File: config.mk
export PLATFORM = sky130hd
export DESIGN_NAME = pfr_framer
export DESIGN_NICKNAME = d
export VERILOG_FILES = /design/src/pfr_pkg.sv /design/src/pfr_fifo.sv /design/src/pfr_framer.sv
export SDC_FILE = /design/constraint.sdc
export NUM_CORES = 1
export LEC_CHECK = 0
export BUFFER_PORTS_ARGS = -buffer_cell sky130_fd_sc_hd__buf_2
export CORE_MARGIN = 4
export CORE_UTILIZATION = 55
export DETAILED_ROUTE_END_ITERATION = 8
export HOLD_SLACK_MARGIN = 0.05
export PLACE_DENSITY_LB_ADDON = 0.15
export SYNTH_ARGS = -nofsm -noshare
export SYNTH_HDL_FRONTEND = slang
export SYNTH_SLANG_ARGS = --single-unit
File: constraint.sdc
create_clock -name sys_clk -period 5.8 [get_ports sys_clk]
set_input_delay 0 -clock sys_clk [delete_from_list [all_inputs] [get_ports sys_clk]]
set_output_delay 0 -clock sys_clk [all_outputs]
set_load 0.03 [all_outputs]
File: src/pfr_pkg.sv
// Purpose: constants and types of the polarimeter stream framer
// Assumes: 200 MHz sys_clk
// Notes: register offsets are byte addresses
// Operation
// - Sample rate 1, 10 or 100 kHz
// - One trigger pulse per sample when enabled
// - Trigger pulse width in microseconds
// - Gain 1-5, auto tracking, one-shot optimize
// - 4-byte header plus 10..1020 data bytes
// - Header bytes all ones
// - Datapoint is five 16-bit fields in order
// - Ends unsigned, middle three signed
// - Internal triggering sends full 1024-byte packets
// - External triggering may send shorter packets
// - USB: commands 0x01, replies 0x81, stream 0x82
// - TCP: commands 5025, stream 5026
// - Same packet layout on both links
// - Stream link selectable, USB after reset
package pfr_pkg;
  localparam int          SYS_CLK_HZ    = 200_000_000;
  localparam int          CLK_NS        = 5;
  localparam int          US_NS         = 1000;
  localparam int          CYC_PER_US    = US_NS / CLK_NS;
  localparam int          RATE_1K_HZ    = 1_000;
  localparam int          RATE_10K_HZ   = 10_000;
  localparam int          RATE_100K_HZ  = 100_000;
  localparam int          DIV_1K_CYC    = SYS_CLK_HZ / RATE_1K_HZ;
  localparam int          DIV_10K_CYC   = SYS_CLK_HZ / RATE_10K_HZ;
  localparam int          DIV_100K_CYC  = SYS_CLK_HZ / RATE_100K_HZ;
  localparam int          HDR_BYTES     = 4;
  localparam int          POINT_BYTES   = 10;
  localparam int          MAX_PAYLOAD   = 1020;
  localparam int          MAX_POINTS    = MAX_PAYLOAD / POINT_BYTES;
  localparam logic [7:0]  HDR_BYTE      = 8'hFF;
  localparam logic [7:0]  USB_EP_CMD    = 8'h01;
  localparam logic [7:0]  USB_EP_REPLY  = 8'h81;
  localparam logic [7:0]  USB_EP_STREAM = 8'h82;
  localparam logic [15:0] TCP_PORT_CMD  = 16'h13A1;
  localparam logic [15:0] TCP_PORT_STRM = 16'h13A2;
  localparam logic [2:0]  GAIN_MIN      = 3'h1;
  localparam logic [2:0]  GAIN_MAX      = 3'h5;
  localparam logic [2:0]  GAIN_RST      = 3'h1;
  localparam logic [15:0] PWIDTH_RST    = 16'h0001;
  localparam logic [7:0]  REG_CTRL      = 8'h00;
  localparam logic [7:0]  REG_PWIDTH    = 8'h04;
  localparam logic [7:0]  REG_GAIN      = 8'h08;
  localparam logic [7:0]  REG_STATUS    = 8'h0C;
  // CTRL fields
  localparam int          CTRL_RUN      = 0;
  localparam int          CTRL_RATE     = 1;
  localparam int          CTRL_TRIG_EN  = 3;
  localparam int          CTRL_EXT      = 4;
  localparam int          CTRL_LAN      = 5;
  // GAIN fields
  localparam int          GAIN_AUTO     = 3;
  localparam int          GAIN_OPT      = 4;
  // STATUS fields
  localparam int          STAT_OVF      = 0;
  localparam int          STAT_GAIN     = 1;
  localparam int          STAT_TRIG     = 4;
  localparam int          STAT_BUSY     = 5;
  localparam int          STAT_PKTS     = 16;

  typedef enum logic [1:0] {PFR_RATE_1K, PFR_RATE_10K, PFR_RATE_100K} pfr_rate_t;

  typedef struct packed {
    logic [15:0] power;
    logic signed [15:0] circ;
    logic signed [15:0] diag;
    logic signed [15:0] horiz;
    logic [15:0] total;
  } pfr_point_t;

  typedef struct packed {
    logic [7:0]  addr;
    logic [31:0] wdata;
    logic        wr;
    logic        rd;
  } pfr_bus_t;
endpackage : pfr_pkg

File: src/pfr_fifo.sv
// Purpose: small first-in first-out buffer with valid/ready on both sides
// Assumes: DEPTH is a power of two
// Notes: full and empty are exact
`timescale 1ns/10ps
module pfr_fifo #(
  parameter int W     = 80,
  parameter int DEPTH = 4
) (
  // Clock and reset
  input  wire logic         sys_clk,
  input  wire logic         rst,
  // Fill side
  input  wire logic [W-1:0] in_data,
  input  wire logic         in_valid,
  output logic              in_ready,
  // Drain side
  output logic [W-1:0]      out_data,
  output logic              out_valid,
  input  wire logic         out_ready
);
  import pfr_pkg::*;
  localparam int AW = $clog2(DEPTH);

  typedef struct packed {
    logic [DEPTH-1:0][W-1:0] mem;
    logic [AW-1:0]           wp;
    logic [AW-1:0]           rp;
    logic [AW:0]             cnt;
  } pfr_fifo_st_t;

  pfr_fifo_st_t st;
  pfr_fifo_st_t next_st;
  logic         push;
  logic         pop;

  assign in_ready  = st.cnt != (AW+1)'(DEPTH);
  assign out_valid = st.cnt != '0;
  assign out_data  = st.mem[st.rp];

  always_comb begin
    next_st = st;
    push    = in_valid && in_ready;
    pop     = out_valid && out_ready;
    if (push) begin
      next_st.mem[st.wp] = in_data;
      next_st.wp         = st.wp + 1'b1;
    end
    if (pop) begin
      next_st.rp = st.rp + 1'b1;
    end
    if (push && !pop) begin
      next_st.cnt = st.cnt + 1'b1;
    end else if (pop && !push) begin
      next_st.cnt = st.cnt - 1'b1;
    end
  end

  always_ff @(posedge sys_clk) begin
    if (rst) begin
      st <= '0;
    end else begin
      st <= next_st;
    end
  end
endmodule : pfr_fifo

File: src/pfr_framer.sv
// Purpose: sample pacing, trigger output, gain control and stream packet framing
// Assumes: front end on sys_clk; ext_trig is an asynchronous pin
// Notes: stream bytes leave with valid/ready; sink may stall
`timescale 1ns/10ps
module pfr_framer #(
  parameter int DIV_1K     = pfr_pkg::DIV_1K_CYC,
  parameter int DIV_10K    = pfr_pkg::DIV_10K_CYC,
  parameter int DIV_100K   = pfr_pkg::DIV_100K_CYC,
  parameter int US_CYC     = pfr_pkg::CYC_PER_US,
  parameter int FIFO_DEPTH = 4
) (
  // Clock and reset
  input  wire logic               sys_clk,
  input  wire logic               rst,
  // Register port
  input  wire pfr_pkg::pfr_bus_t  bus,
  output logic [31:0]             rdata,
  // Measurement front end
  input  wire pfr_pkg::pfr_point_t meas,
  input  wire logic               pow_high,
  input  wire logic               pow_low,
  output logic                    samp_strobe,
  output logic [2:0]              gain_level,
  // Trigger pins
  input  wire logic               ext_trig,
  output logic                    trig_out,
  // Stream bytes
  output logic [7:0]              strm_data,
  output logic                    strm_valid,
  output logic                    strm_last,
  output logic                    strm_lan,
  output logic [15:0]             strm_dest,
  input  wire logic               strm_ready
);
  import pfr_pkg::*;

  typedef enum logic [1:0] {PFR_IDLE, PFR_HDR, PFR_DATA} pfr_fsm_t;

  typedef struct packed {
    logic        run;
    pfr_rate_t   rate;
    logic        trig_en;
    logic        ext;
    logic        lan;
    logic [15:0] dest;
    logic [15:0] pwidth;
    logic [2:0]  gain;
    logic        auto_g;
    logic        opt;
    logic [17:0] div;
    logic [23:0] tcnt;
    logic        trig;
    logic        sync1;
    logic        sync2;
    logic        ext_q;
    logic        strobe;
    logic        ovf;
    logic [15:0] pkts;
    pfr_fsm_t    fsm;
    logic [1:0]  hidx;
    logic [3:0]  bidx;
    logic [6:0]  pts;
    logic [79:0] shift;
    logic [7:0]  data;
    logic        valid;
    logic        last;
    logic [31:0] rdata;
  } pfr_st_t;

  pfr_st_t     st;
  pfr_st_t     next_st;
  logic        fin_ready;
  logic        fout_valid;
  logic [79:0] fout_data;
  logic        fpop;
  logic        tick;
  logic        can_emit;
  logic [17:0] div_end;
  logic        pt_end;

  pfr_fifo #(
    .W     (80),
    .DEPTH (FIFO_DEPTH)
  ) u_fifo (
    .sys_clk   (sys_clk),
    .rst       (rst),
    .in_data   (meas),
    .in_valid  (tick),
    .in_ready  (fin_ready),
    .out_data  (fout_data),
    .out_valid (fout_valid),
    .out_ready (fpop)
  );

  always_comb begin
    next_st  = st;
    tick     = 1'b0;
    fpop     = 1'b0;
    pt_end   = 1'b0;
    can_emit = !st.valid || strm_ready;
    unique case (st.rate)
      PFR_RATE_10K:  div_end = 18'(DIV_10K - 1);
      PFR_RATE_100K: div_end = 18'(DIV_100K - 1);
      default:       div_end = 18'(DIV_1K - 1);
    endcase

    // Register port
    if (bus.wr) begin
      unique case (bus.addr)
        REG_CTRL: begin
          next_st.run     = bus.wdata[CTRL_RUN];
          if (bus.wdata[CTRL_RATE +: 2] != 2'h3) begin
            next_st.rate = pfr_rate_t'(bus.wdata[CTRL_RATE +: 2]);
          end
          next_st.trig_en = bus.wdata[CTRL_TRIG_EN];
          next_st.ext     = bus.wdata[CTRL_EXT];
          next_st.lan     = bus.wdata[CTRL_LAN];
        end
        REG_PWIDTH: next_st.pwidth = bus.wdata[15:0];
        REG_GAIN: begin
          if (bus.wdata[2:0] >= GAIN_MIN && bus.wdata[2:0] <= GAIN_MAX) begin
            next_st.gain = bus.wdata[2:0];
          end
          next_st.auto_g = bus.wdata[GAIN_AUTO];
          next_st.opt    = bus.wdata[GAIN_OPT];
        end
        REG_STATUS: begin
          if (bus.wdata[STAT_OVF]) begin
            next_st.ovf = 1'b0;
          end
        end
        default: ;
      endcase
    end
    next_st.rdata = '0;
    if (bus.rd) begin
      unique case (bus.addr)
        REG_CTRL: begin
          next_st.rdata[CTRL_RUN]       = st.run;
          next_st.rdata[CTRL_RATE +: 2] = st.rate;
          next_st.rdata[CTRL_TRIG_EN]   = st.trig_en;
          next_st.rdata[CTRL_EXT]       = st.ext;
          next_st.rdata[CTRL_LAN]       = st.lan;
        end
        REG_PWIDTH: next_st.rdata[15:0] = st.pwidth;
        REG_GAIN: begin
          next_st.rdata[2:0]       = st.gain;
          next_st.rdata[GAIN_AUTO] = st.auto_g;
          next_st.rdata[GAIN_OPT]  = st.opt;
        end
        REG_STATUS: begin
          next_st.rdata[STAT_OVF]       = st.ovf;
          next_st.rdata[STAT_GAIN +: 3] = st.gain;
          next_st.rdata[STAT_TRIG]      = st.trig;
          next_st.rdata[STAT_BUSY]      = st.fsm != PFR_IDLE;
          next_st.rdata[STAT_PKTS +: 16] = st.pkts;
        end
        default: ;
      endcase
    end

    // Destination follows the link choice in the same edge
    next_st.dest = next_st.lan ? TCP_PORT_STRM : {8'h00, USB_EP_STREAM};

    // Sample pacing: internal divider or synchronised external edge
    next_st.sync1 = ext_trig;
    next_st.sync2 = st.sync1;
    next_st.ext_q = st.sync2;
    if (!st.run || st.div >= div_end) begin
      next_st.div = '0;
    end else begin
      next_st.div = st.div + 1'b1;
    end
    if (st.run) begin
      if (st.ext) begin
        tick = st.sync2 && !st.ext_q;
      end else begin
        tick = st.div == div_end;
      end
    end
    next_st.strobe = tick;
    if (tick && !fin_ready) begin
      next_st.ovf = 1'b1;
    end

    // Trigger output
    if (!st.trig_en) begin
      next_st.tcnt = '0;
      next_st.trig = 1'b0;
    end else if (tick && st.pwidth != '0) begin
      next_st.tcnt = 24'(st.pwidth * US_CYC) - 1'b1;
      next_st.trig = 1'b1;
    end else if (st.tcnt != '0) begin
      next_st.tcnt = st.tcnt - 1'b1;
    end else begin
      next_st.trig = 1'b0;
    end

    // Gain tracking per sample
    if (tick && (st.auto_g || st.opt)) begin
      if (pow_high && st.gain > GAIN_MIN) begin
        next_st.gain = st.gain - 1'b1;
      end else if (pow_low && st.gain < GAIN_MAX) begin
        next_st.gain = st.gain + 1'b1;
      end
      next_st.opt = 1'b0;
    end

    // Framing
    if (can_emit) begin
      next_st.valid = 1'b0;
      next_st.last  = 1'b0;
      unique case (st.fsm)
        PFR_IDLE: begin
          if (fout_valid && st.run) begin
            next_st.fsm  = PFR_HDR;
            next_st.hidx = '0;
            next_st.pts  = '0;
            next_st.bidx = '0;
          end
        end
        PFR_HDR: begin
          next_st.data  = HDR_BYTE;
          next_st.valid = 1'b1;
          next_st.hidx  = st.hidx + 1'b1;
          if (st.hidx == 2'(HDR_BYTES - 1)) begin
            next_st.fsm = PFR_DATA;
          end
        end
        PFR_DATA: begin
          if (st.bidx == '0) begin
            if (fout_valid) begin
              fpop          = 1'b1;
              next_st.data  = fout_data[7:0];
              next_st.shift = fout_data >> 8;
              next_st.valid = 1'b1;
              next_st.bidx  = 4'h1;
            end
          end else begin
            next_st.data  = st.shift[7:0];
            next_st.shift = st.shift >> 8;
            next_st.valid = 1'b1;
            next_st.bidx  = st.bidx + 1'b1;
            pt_end        = st.bidx == 4'(POINT_BYTES - 1);
            if (pt_end) begin
              next_st.bidx = '0;
              next_st.pts  = st.pts + 1'b1;
              if (st.pts == 7'(MAX_POINTS - 1)) begin
                next_st.last = 1'b1;
              end else if (st.ext && !fout_valid) begin
                next_st.last = 1'b1;
              end
              if (next_st.last) begin
                next_st.fsm  = PFR_IDLE;
                next_st.pkts = st.pkts + 1'b1;
              end
            end
          end
        end
        default: next_st.fsm = PFR_IDLE;
      endcase
    end
  end

  always_ff @(posedge sys_clk) begin
    if (rst) begin
      st        <= '0;
      st.rate   <= PFR_RATE_1K;
      st.gain   <= GAIN_RST;
      st.pwidth <= PWIDTH_RST;
      st.fsm    <= PFR_IDLE;
      st.dest   <= {8'h00, USB_EP_STREAM};
    end else begin
      st <= next_st;
    end
  end

  assign rdata       = st.rdata;
  assign samp_strobe = st.strobe;
  assign gain_level  = st.gain;
  assign trig_out    = st.trig;
  assign strm_data   = st.data;
  assign strm_valid  = st.valid;
  assign strm_last   = st.last;
  assign strm_lan    = st.lan;
  assign strm_dest   = st.dest;
endmodule : pfr_framer

==> flow_summary.ini <==
[job]
cap_violations = 0

[status]
outcome = finished clean

[yosys]
syn_area_sq_um = 25220
synth-seq-cells = 547
synth_warnings = 0
synthAdderAreaFrac = 0.05615
synth-edff-count = 0
yosys.area_share.simple = 0.1869
ys_top_cells_by_area = dfxtp_1, nand2_1, mux4_2, a21oi_1, ha_1
muxShareOfSynthArea = 0.08309
synthXorXnorAreaFrac = 0.02708
yosys-top-cells-count = nand2_1, dfxtp_1, a21oi_1
async_flop_share = 0
synth-compound-area-share = 0.1506
netlist_instances = 2942
synth_top_area_share = 0.4341
synth_top_cell_by_area = dfxtp_1
syn_avg_cell_area_sq_um = 8.573
yosysUniqueCellTypes = 74
ys_seq_area_frac = 0.4341
yosysMostFrequentCell = nand2_1
ys.flop_type = dfxtp_1
synth_top_family_by_area = simple AND/OR/NAND/NOR gates

[die]
start_util = 0.5558
num_rows = 78
core_area_sq_um = 45380
chipHeight_um = 222.2
die_w_um = 222.2
die_area_sq_um = 49350
io_pins = 192

[setup_path]
worstPathMaxFanout = 6
crit_arrival_ns = 5.00
critical_path.top_delay_family = adder cells
cp_slowest_cell = or4_1
crit_required_ns = 6.26
path_buf_inv = 3
cpPeakStageDelay_ns = 0.57
reg2reg_from = st[210]
start_kind = register
critPathCaptureType = register
startpoint = st[210]
critPathKind = reg -> reg
path_cells = inv_1 > ha_1 > ha_1 > inv_1 > fa_1 > inv_1 > ha_1 > a21o_1 > a21o_1 > or3_4 > a2111oi_4 > nand4_2 > or4_1 > a32oi_1 > nor2_1

[final_layout]
nNetsFinal = 3301
area_growth_syn_to_layout_pct = 15.02
utilization = 0.6393
seq_area_sq_um = 10960
fill_cells = 3745
multi_input_area_sq_um = 12790
fin_area_sq_um = 29010
drive_gt1_frac = 0.1277

[timing]
period_needed_ns = 4.538
tightest_slew_ns = 1.176
max-slew-margin-rel = 0.2158
fmax_mhz = 220.4
slew_viol_final = 0
hold_violations = 0
fin_crit_sh = 0.7823
final.setup.tns_ns = 0
setup_violations = 0
skew_ns = 0.01743
grt_setup_unrepaired = false

[drt]
dr.pass1.iters = 6
avgViaCountPerCell = 5.695
wl_um = 65880
num_vias = 21150
drc = 0
post_drt_wl_per_cell_um = 17.74
final_antenna_net_count = 0
dr.first_iter.drc_count = 1552

[clock_tree]
cts.sinks = 547
clk_pin_slew_ns = 0.06
cts_tree = done
post_cts_buffers = 0
cts_root_buffer = clkbuf_16
cts_max_level = 2
clock_path_buffers = 3
worstSkewPairLatency_ns = 0.62
numCtsBuffers = 56

[worst_hold_path]
worstHoldStart = bus[34]
hold_path.class = in -> reg

[place]
port_buffers = 163
gp_congestion = 0.8383
post_dp_cell_area_sq_um = 25950
dp_hpwl_um = 39190

[global_route]
grt_antenna_before_repair = 9
grtUsageTotal = 0.2576
overflow = 0
first_global_vias = 20603
grt_max_degree = 229
grt_pass1_wl_um = 106400

[pwr]
ir_drop_v = 0.0002283
power.leakage_nw = 10.68
p_per_area_nw_per_um2 = 262.0
cell families (layout without fill, tap and decap cells):
kind of cell | after synthesis | count (layout)
mux | 103 | 103
xor+xnor | 78 | 78
buf+inv | 340 | 496
flops | 547 | 547
other cells | 2 | 18
compound gates | 638 | 638
fa+ha+maj | 106 | 106
simple gates | 1128 | 1128
layer usage:
| layer | vias to the layer above | track usage | wire length, um |
|---|---|---|---|
| met5 | - | 0 | 34 |
| met4 | 6 | 0.07383 | 1567 |
| met3 | 129 | 0.04727 | 4106 |
| met2 | 621 | 0.4452 | 32680 |
| met1 | 10133 | 0.3319 | 27500 |
| li1 | 10261 | - | - |
power breakdown:
group	switching (mW)	leakage, nW	internal, mW
Combinational	0.124	5.35	0.0871
Sequential	0.000679	4.41	3.76
Clock	1.50	0.922	2.13
Total	1.63	10.7	5.97
worst min-delay path, delay by kind of cell:
family | cells | cell delay [ns]
AND/OR/NAND/NOR | 3 | 0.57
buffers and inverters | 1 | 0.08
registers in the layout (all words and copies together), names as in the netlist, 2 cells and up:
register / cells
gain_level: 3
next_st: 2
rdata: 32
st: 170
strm_data: 8
u_fifo.st: 327
cell usage in the layout (no fill, tap or decap), drive strengths merged, types with 33 or more instances in the layout:
cell / instances
a211oi: 73
a21oi: 377
buf: 190
clkbuf: 85
dfxtp: 547
dlygate4sd3: 117
ha: 94
inv: 91
mux4: 85
nand2: 731
nor2: 207
o22ai: 66
xnor2: 33
xor2: 45
what timing repair did:
item	in CTS	in global routing
hold buffers	117	0
hold endpoints to repair	390	0
resized for setup	0	0
per-stage QoR:
stage,cells,hold WS [ns],power [mW],setup slack [ns]
final,3714,0.09411,7.601,1.262
after global routing,3714,0.1113,7.837,1.011
after CTS,3708,0.06577,7.657,1.250
after detailed placement,3492,0.2353,3.990,1.281
after global placement,3492,0.2223,3.986,1.325
after floorplan,2952,0.1178,3.919,1.675
worst paths after layout:
check                  to  slack, ns  cells past startpoint
min              rdata[9]       0.09                      4
max reg2reg       st[177]       1.26                     15
min reg2reg  next_st[155]       0.44                      1
max               st[177]       1.26                     15
final cells by class:
cell class,count,area share
repair buffers,307,0.07884
multi-input cells,2065,0.4409
inverters,90,0.01164
flip-flops and latches,547,0.3777
well taps,600,0.02588
clock inverters,14,0.006599
clock buffers,85,0.05792
diodes,6,0.0005176
Power figures use the tool's default switching activity.
